$ cat config.mk
export PLATFORM = sky130hd
export DESIGN_NAME = fsc_comm_ctrl
export DESIGN_NICKNAME = d
export VERILOG_FILES = /design/src/inc/fsc_pkg.sv /design/src/hw/fsc_fifo.sv /design/src/hw/fsc_comm_ctrl.sv
export SDC_FILE = /design/constraint.sdc
export NUM_CORES = 1
export LEC_CHECK = 0
export ABC_AREA = 1
export BUFFER_PORTS_ARGS = -buffer_cell sky130_fd_sc_hd__buf_2
export CAP_MARGIN = 20
export CORE_MARGIN = 3
export CORE_UTILIZATION = 45
export DETAILED_ROUTE_END_ITERATION = 7
export PLACE_DENSITY = 0.7
export SETUP_SLACK_MARGIN = 0.1
export SYNTH_ARGS = -nofsm -noshare
export SYNTH_HDL_FRONTEND = slang
export SYNTH_HIERARCHICAL = 1
export SYNTH_SLANG_ARGS = --single-unit
$ cat constraint.sdc
create_clock -name mclk -period 8.6 [get_ports mclk]
set_input_delay 0.86 -clock mclk [delete_from_list [all_inputs] [get_ports mclk]]
set_output_delay 0.86 -clock mclk [all_outputs]
set_load 0.05 [all_outputs]
$ cat src/inc/fsc_pkg.sv
// Shared constants and types of the fieldbus slave communication control
package fsc_pkg;

  // ------------------------------------------------------------
  // Parameter indices, reset values and limits
  // ------------------------------------------------------------
  localparam logic [15:0] FSC_IDX_STATION_VALUE = 16'h2023;
  localparam logic [15:0] FSC_IDX_STATION_SOURCE = 16'h2024;
  localparam logic [15:0] FSC_STATION_VALUE_RST = 16'h0002;
  localparam logic [15:0] FSC_STATION_SOURCE_RST = 16'h0001;
  localparam logic [15:0] FSC_STATION_VALUE_MAX = 16'h7fff;
  localparam logic [15:0] FSC_STATION_SOURCE_MAX = 16'h0001;

  // ------------------------------------------------------------
  // Frame layout: byte positions within a frame
  // ------------------------------------------------------------
  localparam logic [7:0] FSC_POS_ADDR_HI = 8'h00;
  localparam logic [7:0] FSC_POS_ADDR_LO = 8'h01;
  localparam logic [7:0] FSC_POS_CMD = 8'h02;
  localparam logic [7:0] FSC_POS_P0 = 8'h03;
  localparam logic [7:0] FSC_POS_P1 = 8'h04;
  localparam logic [7:0] FSC_POS_P2 = 8'h05;
  localparam logic [7:0] FSC_POS_P3 = 8'h06;
  localparam logic [7:0] FSC_POS_P4 = 8'h07;
  localparam logic [7:0] FSC_POS_MAX = 8'hff;

  // ------------------------------------------------------------
  // Frame commands, state codes and status bits
  // ------------------------------------------------------------
  localparam logic [7:0] FSC_CMD_STATE = 8'h01;
  localparam logic [7:0] FSC_CMD_MBX = 8'h02;
  localparam logic [7:0] FSC_CMD_PDO = 8'h03;
  localparam logic [7:0] FSC_CMD_ASSIGN = 8'h04;
  localparam logic [7:0] FSC_CODE_INIT = 8'h01;
  localparam logic [7:0] FSC_CODE_PREOP = 8'h02;
  localparam logic [7:0] FSC_CODE_SAFEOP = 8'h04;
  localparam logic [7:0] FSC_CODE_OP = 8'h08;
  localparam logic [7:0] FSC_STATUS_ERR = 8'h10;
  localparam logic [7:0] FSC_MBX_OP_WRITE = 8'h01;

  // ------------------------------------------------------------
  // Sizes
  // ------------------------------------------------------------
  localparam int FSC_FIFO_WIDTH = 8;
  localparam int FSC_FIFO_DEPTH = 8;
  localparam int FSC_PDO_BYTES = 4;

  typedef enum logic [1:0] {FSC_INIT, FSC_PREOP, FSC_SAFEOP, FSC_OP}
    fsc_state_t;

  typedef struct packed {
    logic valid;
    logic sof;
    logic eof;
    logic [7:0] data;
  } fsc_beat_t;

endpackage : fsc_pkg

$ cat src/hw/fsc_fifo.sv
// Outgoing process data FIFO with valid/ready on both sides
`timescale 1ns/1ns
`default_nettype none
module fsc_fifo #(
  parameter int WIDTH = 8,
  parameter int DEPTH = 8
) (
  input wire logic mclk, // System clock
  input wire logic rst_n, // Async reset, active low
  input wire logic inValid, // Producer offers a word
  input wire logic [WIDTH-1:0] inData, // Producer word
  output logic inReady, // Room for a word
  output logic outValid, // A word is waiting
  output logic [WIDTH-1:0] outData, // Oldest word
  input wire logic outReady // Consumer takes the word
);
  localparam int AW = $clog2(DEPTH);
  logic [WIDTH-1:0] mem [DEPTH];
  logic [AW-1:0] wrPtr;
  logic [AW-1:0] rdPtr;
  logic [AW:0] count;
  wire push = inValid && inReady;
  wire pop = outValid && outReady;
  wire [AW:0] next_count = count + (AW+1)'(push) - (AW+1)'(pop);

  assign outValid = (count != '0);
  assign outData = mem[rdPtr];

  always_ff @(posedge mclk or negedge rst_n)
    if (!rst_n)
    begin
      wrPtr <= '0;
      rdPtr <= '0;
      count <= '0;
      inReady <= 1'b1;
    end
    else
    begin
      if (push) wrPtr <= (wrPtr == AW'(DEPTH-1)) ? '0 : wrPtr + 1'b1;
      if (pop) rdPtr <= (rdPtr == AW'(DEPTH-1)) ? '0 : rdPtr + 1'b1;
      count <= next_count;
      // Registered so the producer never sees a combinational full
      inReady <= (next_count < (AW+1)'(DEPTH));
    end

  always_ff @(posedge mclk)
    if (push) mem[wrPtr] <= inData;
endmodule : fsc_fifo
`default_nettype wire

$ cat src/hw/fsc_comm_ctrl.sv
// Communication-side control of a fieldbus slave node
// Notes on behaviour
// - Only the master originates frames; this node just forwards received ones.
// - Own data is read from and inserted into a passing frame, byte by byte.
// - Forwarding adds only one register stage of delay.
// - With the downstream port open the frame returns toward the master.
// - Identifier source 0 or 1, default 1; 0 master assigns; after restart.
// - Stored identifier defaults to 2, used when source is 1, after restart.
// - Free-running mode applies received process data at once, no sync.
// - Distributed-clock mode captures data on arrival, applies it on sync.
// - Decoding finishes before sync; data is latched at frame end.
// - On sync the prepared output is applied at the next clock edge.
// - Upward changes go one step at a time; skips are refused.
// - Downward changes may jump straight to any lower state.
// - A refused transition is reported back to the master as error.
// - Init blocks mailbox and process data.
// - Pre-operational serves mailbox, no process data.
// - Safe-operational serves mailbox and sends outgoing data, ignores incoming.
// - Operational serves mailbox and exchanges process data both ways.
`timescale 1ns/1ns
`default_nettype none
module fsc_comm_ctrl (
  input wire logic mclk, // 10 MHz system clock
  input wire logic rst_n, // Async reset, active low
  input wire logic restart, // Soft restart pulse, reloads identifier
  input wire logic dcMode, // 1 distributed clock, 0 free running
  input wire logic sync0, // Sync event pulse
  input wire logic linkOpen, // Downstream port has no link
  input wire fsc_pkg::fsc_beat_t upRx, // Frame from the master side
  output fsc_pkg::fsc_beat_t dnTx, // Frame toward downstream
  input wire fsc_pkg::fsc_beat_t dnRx, // Returning frame from downstream
  output fsc_pkg::fsc_beat_t upTx, // Frame back toward the master
  input wire logic txpdoValid, // Application offers outgoing byte
  input wire logic [7:0] txpdoData, // Outgoing process data byte
  output logic txpdoReady, // Outgoing buffer has room
  output logic [31:0] pdoOut, // Applied incoming process data
  output logic pdoApply, // Pulse when pdoOut updates
  output fsc_pkg::fsc_state_t commState, // Communication state
  output logic alError, // Last transition was refused
  output logic [15:0] stationAddr // Node address in use
);
  import fsc_pkg::*;

  // ------------------------------------------------------------
  // Helpers
  // ------------------------------------------------------------
  function automatic logic [7:0] stateCode(input fsc_state_t s);
    unique case (s)
      FSC_INIT: stateCode = FSC_CODE_INIT;
      FSC_PREOP: stateCode = FSC_CODE_PREOP;
      FSC_SAFEOP: stateCode = FSC_CODE_SAFEOP;
      FSC_OP: stateCode = FSC_CODE_OP;
    endcase
  endfunction : stateCode

  function automatic logic isPayload(input logic [7:0] p, input int n);
    isPayload = (p >= FSC_POS_P0) && (p < FSC_POS_P0 + 8'(n));
  endfunction : isPayload

  // ------------------------------------------------------------
  // Storage
  // ------------------------------------------------------------
  logic [15:0] station_identifier_value;
  logic [15:0] station_identifier_source;
  logic activeSource;
  logic [7:0] pos;
  logic [7:0] addrHi;
  logic hit;
  logic [7:0] cmd;
  logic [7:0] idxHi;
  logic [15:0] mbxIdx;
  logic [7:0] mbxOp;
  logic [7:0] valHi;
  logic [7:0] rxBuf [FSC_PDO_BYTES];
  logic rxPending;

  // ------------------------------------------------------------
  // Frame position and addressing
  // ------------------------------------------------------------
  wire [7:0] curPos = upRx.sof ? FSC_POS_ADDR_HI : pos;
  wire [7:0] next_pos = (curPos == FSC_POS_MAX) ? curPos : curPos + 8'h01;
  wire atAddrLo = upRx.valid && curPos == FSC_POS_ADDR_LO;
  wire addrMatch = ({addrHi, upRx.data} == stationAddr);
  wire inBody = upRx.valid && hit && curPos >= FSC_POS_P0;
  wire mbxOk = (commState != FSC_INIT);
  wire rxOk = (commState == FSC_OP);
  wire txOk = (commState == FSC_SAFEOP) || (commState == FSC_OP);
  wire isState = inBody && cmd == FSC_CMD_STATE;
  wire isMbx = inBody && cmd == FSC_CMD_MBX && mbxOk;
  wire isPdo = inBody && cmd == FSC_CMD_PDO;
  // Broadcast address assignment, honoured only with source 0
  wire isAssign = upRx.valid && cmd == FSC_CMD_ASSIGN && !activeSource;

  // ------------------------------------------------------------
  // State requests
  // ------------------------------------------------------------
  logic reqValid;
  fsc_state_t reqState;
  always_comb
  begin
    reqValid = 1'b1;
    reqState = commState;
    unique case (upRx.data)
      FSC_CODE_INIT: reqState = FSC_INIT;
      FSC_CODE_PREOP: reqState = FSC_PREOP;
      FSC_CODE_SAFEOP: reqState = FSC_SAFEOP;
      FSC_CODE_OP: reqState = FSC_OP;
      default: reqValid = 1'b0;
    endcase
  end
  wire [2:0] stepUp = {1'b0, commState} + 3'h1;
  wire reqOk = reqValid &&
    (reqState <= commState || {1'b0, reqState} == stepUp);
  wire takeReq = isState && curPos == FSC_POS_P0;

  // ------------------------------------------------------------
  // Mailbox parameter access
  // ------------------------------------------------------------
  wire mbxWrite = isMbx && curPos == FSC_POS_P4 && mbxOp == FSC_MBX_OP_WRITE;
  wire [15:0] wrVal = {valHi, upRx.data};
  // Out-of-range writes leave the stored value as it was
  wire wrValue = mbxWrite && mbxIdx == FSC_IDX_STATION_VALUE &&
    wrVal <= FSC_STATION_VALUE_MAX;
  wire wrSource = mbxWrite && mbxIdx == FSC_IDX_STATION_SOURCE &&
    wrVal <= FSC_STATION_SOURCE_MAX;
  wire [15:0] rdVal = (mbxIdx == FSC_IDX_STATION_VALUE) ?
    station_identifier_value :
    (mbxIdx == FSC_IDX_STATION_SOURCE) ? station_identifier_source : 16'h0000;
  wire mbxRead = isMbx && mbxOp != FSC_MBX_OP_WRITE;

  // ------------------------------------------------------------
  // Process data insertion and capture
  // ------------------------------------------------------------
  logic fifoValid;
  logic [7:0] fifoData;
  wire pdoByte = isPdo && isPayload(curPos, FSC_PDO_BYTES);
  wire [1:0] pdoIdx = 2'(curPos - FSC_POS_P0);
  // Empty buffer: the byte passes as received, the frame never waits
  wire txTake = pdoByte && txOk && fifoValid;
  wire rxTake = pdoByte && rxOk;
  wire rxDone = isPdo && rxOk && upRx.eof;
  // Held data is dropped, not applied, once the node leaves Operational
  wire applyNow = dcMode ? (sync0 && rxPending && rxOk) : rxDone;
  wire [31:0] rxWord = {rxBuf[3], rxBuf[2], rxBuf[1], rxBuf[0]};

  fsc_fifo #(
    .WIDTH(FSC_FIFO_WIDTH),
    .DEPTH(FSC_FIFO_DEPTH)
  ) u_txpdo (
    .mclk(mclk),
    .rst_n(rst_n),
    .inValid(txpdoValid),
    .inData(txpdoData),
    .inReady(txpdoReady),
    .outValid(fifoValid),
    .outData(fifoData),
    .outReady(txTake)
  );

  // ------------------------------------------------------------
  // Outgoing byte selection
  // ------------------------------------------------------------
  logic [7:0] outData;
  always_comb
  begin
    outData = upRx.data;
    if (isState && curPos == FSC_POS_P1)
      outData = stateCode(commState) | (alError ? FSC_STATUS_ERR : 8'h00);
    else if (mbxRead && curPos == FSC_POS_P3)
      outData = rdVal[15:8];
    else if (mbxRead && curPos == FSC_POS_P4)
      outData = rdVal[7:0];
    else if (txTake)
      outData = fifoData;
  end
  // Never a fresh frame: only the received beat, possibly edited
  wire fsc_beat_t next_fwd = '{valid: upRx.valid, sof: upRx.sof,
    eof: upRx.eof, data: outData};

  // ------------------------------------------------------------
  // Frame tracking registers
  // ------------------------------------------------------------
  always_ff @(posedge mclk or negedge rst_n)
    if (!rst_n)
    begin
      pos <= FSC_POS_ADDR_HI;
      addrHi <= 8'h00;
      hit <= 1'b0;
      cmd <= 8'h00;
      idxHi <= 8'h00;
      mbxIdx <= 16'h0000;
      mbxOp <= 8'h00;
      valHi <= 8'h00;
    end
    else if (upRx.valid)
    begin
      pos <= next_pos;
      if (curPos == FSC_POS_ADDR_HI) addrHi <= upRx.data;
      if (curPos == FSC_POS_ADDR_HI) hit <= 1'b0;
      if (atAddrLo) hit <= addrMatch;
      if (curPos == FSC_POS_CMD) cmd <= upRx.data;
      if (curPos == FSC_POS_P0) idxHi <= upRx.data;
      if (curPos == FSC_POS_P1) mbxIdx <= {idxHi, upRx.data};
      if (curPos == FSC_POS_P2) mbxOp <= upRx.data;
      if (curPos == FSC_POS_P3) valHi <= upRx.data;
    end

  // ------------------------------------------------------------
  // Communication state machine
  // ------------------------------------------------------------
  always_ff @(posedge mclk or negedge rst_n)
    if (!rst_n)
    begin
      commState <= FSC_INIT;
      alError <= 1'b0;
    end
    else if (takeReq)
    begin
      // A same-state request is accepted and clears the error
      if (reqOk) commState <= reqState;
      alError <= !reqOk;
    end

  // ------------------------------------------------------------
  // Identifier parameters, applied only on restart
  // ------------------------------------------------------------
  always_ff @(posedge mclk or negedge rst_n)
    if (!rst_n)
    begin
      station_identifier_value <= FSC_STATION_VALUE_RST;
      station_identifier_source <= FSC_STATION_SOURCE_RST;
    end
    else
    begin
      if (wrValue) station_identifier_value <= wrVal;
      if (wrSource) station_identifier_source <= wrVal;
    end

  // Stored settings reach the address only here, hence after restart
  always_ff @(posedge mclk or negedge rst_n)
    if (!rst_n)
    begin
      activeSource <= FSC_STATION_SOURCE_RST[0];
      stationAddr <= FSC_STATION_VALUE_RST;
    end
    else if (restart)
    begin
      activeSource <= station_identifier_source[0];
      if (station_identifier_source[0])
        stationAddr <= station_identifier_value;
    end
    else if (isAssign && curPos == FSC_POS_P1)
      stationAddr <= {idxHi, upRx.data};

  // ------------------------------------------------------------
  // Incoming process data: capture, then apply
  // ------------------------------------------------------------
  always_ff @(posedge mclk or negedge rst_n)
    if (!rst_n)
      for (int i = 0; i < FSC_PDO_BYTES; i++) rxBuf[i] <= 8'h00;
    else if (rxTake)
      rxBuf[pdoIdx] <= upRx.data;

  // A frame finishing with the sync keeps its data pending
  always_ff @(posedge mclk or negedge rst_n)
    if (!rst_n)
      rxPending <= 1'b0;
    else if (rxDone && dcMode)
      rxPending <= 1'b1;
    else if (applyNow || !rxOk)
      rxPending <= 1'b0;

  always_ff @(posedge mclk or negedge rst_n)
    if (!rst_n)
    begin
      pdoOut <= 32'h0000_0000;
      pdoApply <= 1'b0;
    end
    else
    begin
      pdoApply <= applyNow;
      if (applyNow)
        pdoOut <= rxWord;
    end

  // ------------------------------------------------------------
  // Forwarding: one stage, downstream or turned back
  // ------------------------------------------------------------
  // No store and forward: one register stage is the whole latency
  always_ff @(posedge mclk or negedge rst_n)
    if (!rst_n)
    begin
      dnTx <= '0;
      upTx <= '0;
    end
    else
    begin
      dnTx <= linkOpen ? '0 : next_fwd;
      upTx <= linkOpen ? next_fwd : dnRx;
    end

endmodule : fsc_comm_ctrl
`default_nettype wire

## Yosys cells after proc, flatten, opt, wreduce, memory -nomap -nowiden

Memory sizes are Yosys's and may differ from the RTL's.
Index checks and enable logic that the tools add are counted.

| word-level totals | value |
|---|---|
| bits in registers | 216 |
| RAM bits | 64 |
| output and inout bits | 75 |
| word-level logic and storage cells | 167 |
| memories kept | 1 |

| cells by class | value |
|---|---|
| add/sub/neg operators | 7 |
| $lt $le $gt $ge | 8 |
| eq/ne operators | 28 |
| mux-type cells | 30 |
| bitwise operators | 2 |
| reduce and logical (&&, ||, !) cells | 58 |

Memories:

| memory | depth | bits a word | rd ports | clocked after Yosys merged registers in | wr ports | RTL line | text |
|---|---|---|---|---|---|---|---|
| u_txpdo.mem | 8 | 8 | 1 | 0 | 1 | fsc_fifo.sv:18 | `logic [WIDTH-1:0] mem [DEPTH];` |

Operators by type and width:

| kind | count |
|---|---|
| 16-bit 2-to-1 mux | 5 |
| 8-bit 2-to-1 mux | 8 |
| 8-bit by 3-bit equality test with 1-bit output, second input constant | 6 |
| 8-bit by 2-bit equality test with 1-bit output, second input constant | 5 |
| 1-bit logical AND | 35 |
| 32-bit bitwise mux | 1 |
| 16-bit by 14-bit equality test with 1-bit output, second input constant | 2 |
| 8-bit by 1-bit equality test with 1-bit output, second input constant | 4 |
| 8-bit case mux with 4 select lines | 1 |
| 11-bit 2-to-1 mux | 2 |
| 2-bit AND reduction | 9 |
| 8-bit demux with 2-bit select | 1 |
| 16-bit equality test | 1 |
| 16-bit by 1-bit less-or-equal comparator with 1-bit output, second input constant | 1 |
| 16-bit by 15-bit less-or-equal comparator with 1-bit output, second input constant | 1 |
| 8-bit by 1-bit adder with 8-bit output, second input constant | 1 |
| 8-bit by 4-bit equality test with 1-bit output, second input constant | 1 |
| 8-bit equality test, second input constant | 1 |
| 8-bit by 2-bit >= comparator with 1-bit output, second input constant | 1 |
| 8-bit logical NOT | 1 |
| 8-bit by 3-bit less-than comparator with 1-bit output, second input constant | 1 |
| 1-bit 2-to-1 mux | 8 |
| 8-bit by 1-bit inequality test with 1-bit output, second input constant | 1 |
| 8-bit by 5-bit bitwise OR with 8-bit output | 1 |
| other kinds (24) | 35 |

## Depth between registers and ports, before layout

| logic depth | value |
|---|---|
| word-level depth | 12 |
| depth in mapped cells | 18 |
| depth with buffers taken out | 17 |

## Cells and area by module

The synthesis kept the hierarchy.

Modules (own cells, without submodules):

| module | instances | cells each | area an instance (um^2) | sequential area each (um^2) |
|---|---|---|---|---|
| fsc_comm_ctrl | 1 | 1087 | 9267.6 | 5134.9 |
| fsc_fifo | 1 | 352 | 3460.8 | 2198.4 |

## Worst setup path after synthesis

OpenSTA, ideal clock, no wires.

| timing | value |
|---|---|
| kind | input -> register |
| start point | input port upRx[9] (netlist bit) |
| end point | register u_txpdo.count[2] |
| data arrival time | 3.227 ns |
| slack | 5.251 ns |
| stages | 17 |
| path buffers | 1 |
| path through | nor2_1 -> ha_1 -> inv_1 -> nand2_1 -> nand3_2 -> nor2_1 -> nand2_1 -> nor2_2 -> buf_4 -> nand2_1 -> inv_1 -> ha_1 -> inv_1 -> ha_1 -> inv_1 -> fa_1 -> xnor2_1 |

| on the way | value |
|---|---|
| longest elaborated chain between the ends | 9 |
| elaborated cells on any way between the ends | 11 |
| those cells by class | add/sub (1); order compare (2); mux (1); reduce/logical (7) |

RTL lines:

| what | RTL line | text |
|---|---|---|
| from (decl) | fsc_comm_ctrl.sv:29 | `input wire fsc_pkg::fsc_beat_t upRx,` |
| 8-bit 2-to-1 mux * | fsc_comm_ctrl.sv:80 | `wire [7:0] curPos = upRx.sof ? FSC_POS_ADDR_HI : pos;` |
| 8-bit by 2-bit >= comparator with 1-bit output | fsc_comm_ctrl.sv:57, fsc_comm_ctrl.sv:84 |  |
| 1-bit logical AND | fsc_comm_ctrl.sv:84 | `wire inBody = upRx.valid && hit && curPos >= FSC_POS_P0;` |
| 1-bit logical AND | fsc_comm_ctrl.sv:90 | `wire isPdo = inBody && cmd == FSC_CMD_PDO;` |
| 1-bit logical AND * | fsc_comm_ctrl.sv:136 | `wire pdoByte = isPdo && isPayload(curPos, FSC_PDO_BYTES);` |
| 1-bit logical AND * (2 in a row) | fsc_comm_ctrl.sv:139 | `wire txTake = pdoByte && txOk && fifoValid;` |
| net txTake | fsc_comm_ctrl.sv:139 |  |
| 1-bit logical AND * | fsc_fifo.sv:23 | `wire pop = outValid && outReady;` |
| net u_txpdo.pop | fsc_fifo.sv:23 |  |
| 4-bit by 1-bit subtractor with 4-bit output * | fsc_fifo.sv:24 | `wire [AW:0] next_count = count + (AW+1)'(push) - (AW+1)'(pop);` |
| net u_txpdo.next_count[2] | fsc_fifo.sv:24 |  |
| to (signal assigned) | fsc_fifo.sv:41 | `count <= next_count;` |
| to (decl) | fsc_fifo.sv:21 | `logic [AW:0] count;` |

The timed path passes the listed nets; every way through them passes the cells marked *.
A chain may end at the register's enable or synchronous reset.

## Worst setup path after layout

| timing | value |
|---|---|
| start point | input port upRx[9] (netlist bit) |
| end point | register u_txpdo.count[2] |

| on the way | value |
|---|---|
| longest elaborated chain between the ends | 9 |
| elaborated cells on any way between the ends | 11 |
| those cells by class | add/sub (1); order compare (2); mux (1); reduce/logical (7) |

RTL lines:

| what | RTL line |
|---|---|
| 8-bit 2-to-1 mux * | fsc_comm_ctrl.sv:80 |
| 8-bit by 2-bit >= comparator with 1-bit output | fsc_comm_ctrl.sv:57, fsc_comm_ctrl.sv:84 |
| 1-bit logical AND | fsc_comm_ctrl.sv:84 |
| 1-bit logical AND | fsc_comm_ctrl.sv:90 |
| 1-bit logical AND * | fsc_comm_ctrl.sv:136 |
| 1-bit logical AND * (2 in a row) | fsc_comm_ctrl.sv:139 |
| 1-bit logical AND * | fsc_fifo.sv:23 |
| net u_txpdo.pop | fsc_fifo.sv:23 |
| 4-bit by 1-bit subtractor with 4-bit output * | fsc_fifo.sv:24 |
| net u_txpdo.next_count[2] | fsc_fifo.sv:24 |

Marked as above.

==> run_results.csv <==
group,metric,value,unit
run_status,run_status,"completed",
finish,fin_util,0.526,
timing,skew,25.0,ps
timing,rsz0062_at_grt,"false",
finish,n_fill_cell,2487,
worst_setup_path,worstPathArrival,3970,ps
route,drt-initial-drc-count,713,
timing,drv_slew,0,
route,dr.pass1.iters,6,
synthesis,synth_edf_count,64,
route,drtAntennaViolNets,0,
synthesis,yosys_most_used_dff,"dfrtp_1",
global_route,antenna_found_initial,0,
floorplan,coreArea,27400,um^2
finish,finalInstanceArea,14400,um^2
route,drc,0,
floorplan,start_util,0.465,
timing,final.period_utilization,0.413,
placement,dpl_cell_area,13500,um^2
synthesis,async_flop_share,0.771,
worst_setup_path,ff2ff_path_depth,17,
worst_setup_path,critPathBufInv,5,
synthesis,netlist_top_cells_count,"nand2_1 (464), dfrtp_1 (211), inv_1 (163)",
timing,fin_setup_tns,0,ps
cts,clk_pin_slew,60,ps
global_route,grt_pass1_wl,49200,um
synthesis,syn_area,12700,um^2
timing,setup_violations,0,
route,vias,9715,
synthesis,synth_top_area_cell,"dfrtp_1",
synthesis,postSynthAreaPerCell,8.85,um^2
worst_setup_path,crit_family,"simple AND/OR/NAND/NOR gates",
synthesis,synth_fp_nets,1496,
finish,area_delta_synth_final,13.2,%
timing,min_period,3550,ps
placement,place_congestion,0.835,
power_and_ir_drop,ir_drop,0.000149,V
route,viasPerCell,5.05,
synthesis,synth_seq_cells,280,
route,wl_per_cell,15.7,um
finish,fin_nets,1587,
timing,layout_setup_ws,5050,ps
floorplan,die_h,174,um
worst_setup_path,path_class,"input pin to flip-flop",
synthesis,yosys_warnings,6,
synthesis,yosys.area.top_type_share,0.415,
finish,instances_no_fill,1924,
worst_setup_path,end_kind,"flip-flop",
floorplan,num_rows,60,
job,maxCapViolations,0,
cts,cts_sinks,280,
finish,drive_gt1_frac,0.133,
cts,cts_hold_buf,0,
timing,slew_headroom,0.336,
worst_setup_path,ff2ff_setup_slack,5100,ps
worst_setup_path,cp_max_fo,12,
route,drt-total-wl,30200,um
cts,post_cts_buffers,0,
worst_setup_path,required,9020,ps
cts,h-tree-depth,1,
synthesis,netlist_instances,1439,
power_and_ir_drop,p_leak,7.27,nW
floorplan,die_w,174,um
worst_setup_path,crit_path_cell_trace,"buf_2, nor2_1, ha_1, inv_1, nand2_1, nand3_2, nor2_1, nand2_1, nor2_2, nand2_1, inv_1, ha_1, inv_1, ha_1, inv_1, fa_1, xnor2_1",
cts,clk_latency,550,ps
global_route,overflow,0,
timing,timing.fmax,282,MHz
worst_setup_path,max_stage_delay,380,ps
floorplan,io_pins,112,
worst_setup_path,worstReg2RegStart,"pos[0]",
cts,cts_resized,0,
worst_setup_path,worstReg2RegEnd,"u_txpdo/count[2]",
finish,n_antenna_cell,0,
global_route,grt_max_degree,87,
cts,max-clock-path-buffers,3,
synthesis,ys_types,46,
placement,numPlacedInstances,1869,
synthesis,synth_most_common_cell,"nand2_1",
floorplan,die_area,30300,um^2
placement,preCtsSetupSlack,4540,ps
worst_setup_path,crit_path_start_kind,"input pin",
placement,hpwl,20300,um
placement,io_buffers,111,
timing,hold_viol,0,
worst_hold_path,min_path_type,"input pin to asynchronous set/reset pin",
synthesis,ys_top_cells_by_area,"dfrtp_1 (41%), edfxtp_1 (15%), nand2_1 (14%), inv_1 (4.8%), nand3_1 (3.8%)",
timing,worst_pin_slew,993,ps
cts,cts_tree,"built",
worst_setup_path,critical_path.most_common_cell,"inv_1",
cts,tritoncts.num_buffers,29,
global_route,grt_pass1_vias,9386,
global_route,grtUsageTotal,0.199,
worst_setup_path,path_depth,17,
synthesis,synth_seq_area_share,0.576,
cts,clockRootBuffer,"clkbuf_16",
power_and_ir_drop,p_per_area,223,nW/um^2
worst_setup_path,crit_path_top_delay_cell,"nor2_2",
-- layout make-up --
class,count,area (um^2),share of cell area
multi-input combinational,929,4400,0.306
timing repair buffer,119,646,0.0448
sequential,280,7330,0.509
clock inverter,8,75.1,0.00521
clock buffer,45,836,0.0580
inverter,171,647,0.0449
tap,372,465,0.0323
-- per-layer routing --
metal	vias up	track usage	wire length [um]
met5	-	0	0
met4	0	0.0660	1060
met2	265	0.334	14400
met3	71	0.0349	1800
met1	4608	0.264	13000
li1	4771	-	-
-- placed cells by master, fill, tap and decap left out, types with 19 or more instances in the layout --
| cell type | synthesis | routed |
|---|---|---|
| buf_2 | 13 | 110 |
| nor2_1 | 90 | 89 |
| o21ai_1 | 49 | 49 |
| nand3_1 | 96 | 96 |
| nand2_1 | 464 | 464 |
| o21ai_0 | 84 | 84 |
| edfxtp_1 | 64 | 64 |
| clkbuf_16 | 0 | 29 |
| inv_1 | 163 | 163 |
| a21oi_1 | 34 | 34 |
| dfrtp_1 | 211 | 211 |
| ha_1 | 19 | 19 |
-- power by group --
| part | leakage [nW] | switching (mW) | internal [mW] |
|---|---|---|---|
| combinational | 3.38 | 0.302 | 0.141 |
| sequential | 3.45 | 0.0726 | 1.50 |
| clock | 0.445 | 0.504 | 0.697 |
-- stage by stage --
step                      hold WS, ps  power [mW]
after floorplan                   437        1.90
after global placement            448        2.02
after detailed placement          453        2.04
after CTS                         327        3.24
after global routing              364        3.39
final                             302        3.22
-- how the worst max path moves through the flow --
stage / start / endpoint / slack (ps)
final: upRx[9] / u_txpdo/count[2] / 5050
after global routing: upRx[9] / u_txpdo/count[2] / 4640
after CTS: upRx[9] / u_txpdo/count[2] / 5110
after detailed placement: upRx[9] / u_txpdo/count[2] / 4540
after global placement: upRx[9] / u_txpdo/count[1] / 4720
after floorplan: upRx[9] / u_txpdo/count[2] / 5250
-- cell families (layout without fill, tap and decap cells) --
group | after synthesis | in the layout | synth area share
and+or+nand+nor | 698 | 698 | 0.231
DFF | 280 | 280 | 0.576
buffers and inverters | 230 | 343 | 0.0780
AOI/OAI and AO/OA | 190 | 190 | 0.0796
adders and majority gates | 20 | 20 | 0.0202
xor gates and xnor gates | 20 | 20 | 0.0138
muxes | 1 | 1 | 0.000885
-- registers in the layout (all words and copies together) (netlist names), 4 cells and up --
name                       flops
idxHi                          8
u_txpdo/count                  4
dnTx                          11
cmd                            8
pos                            8
upTx                          11
mbxOp                          8
valHi                          8
addrHi                         8
stationAddr                   16
station_identifier_value      16
rxBuf                         32
mbxIdx                        16
station_identifier_source     16
pdoOut                        32
u_txpdo/mem                   64
Power figures use the tool's default switching activity.
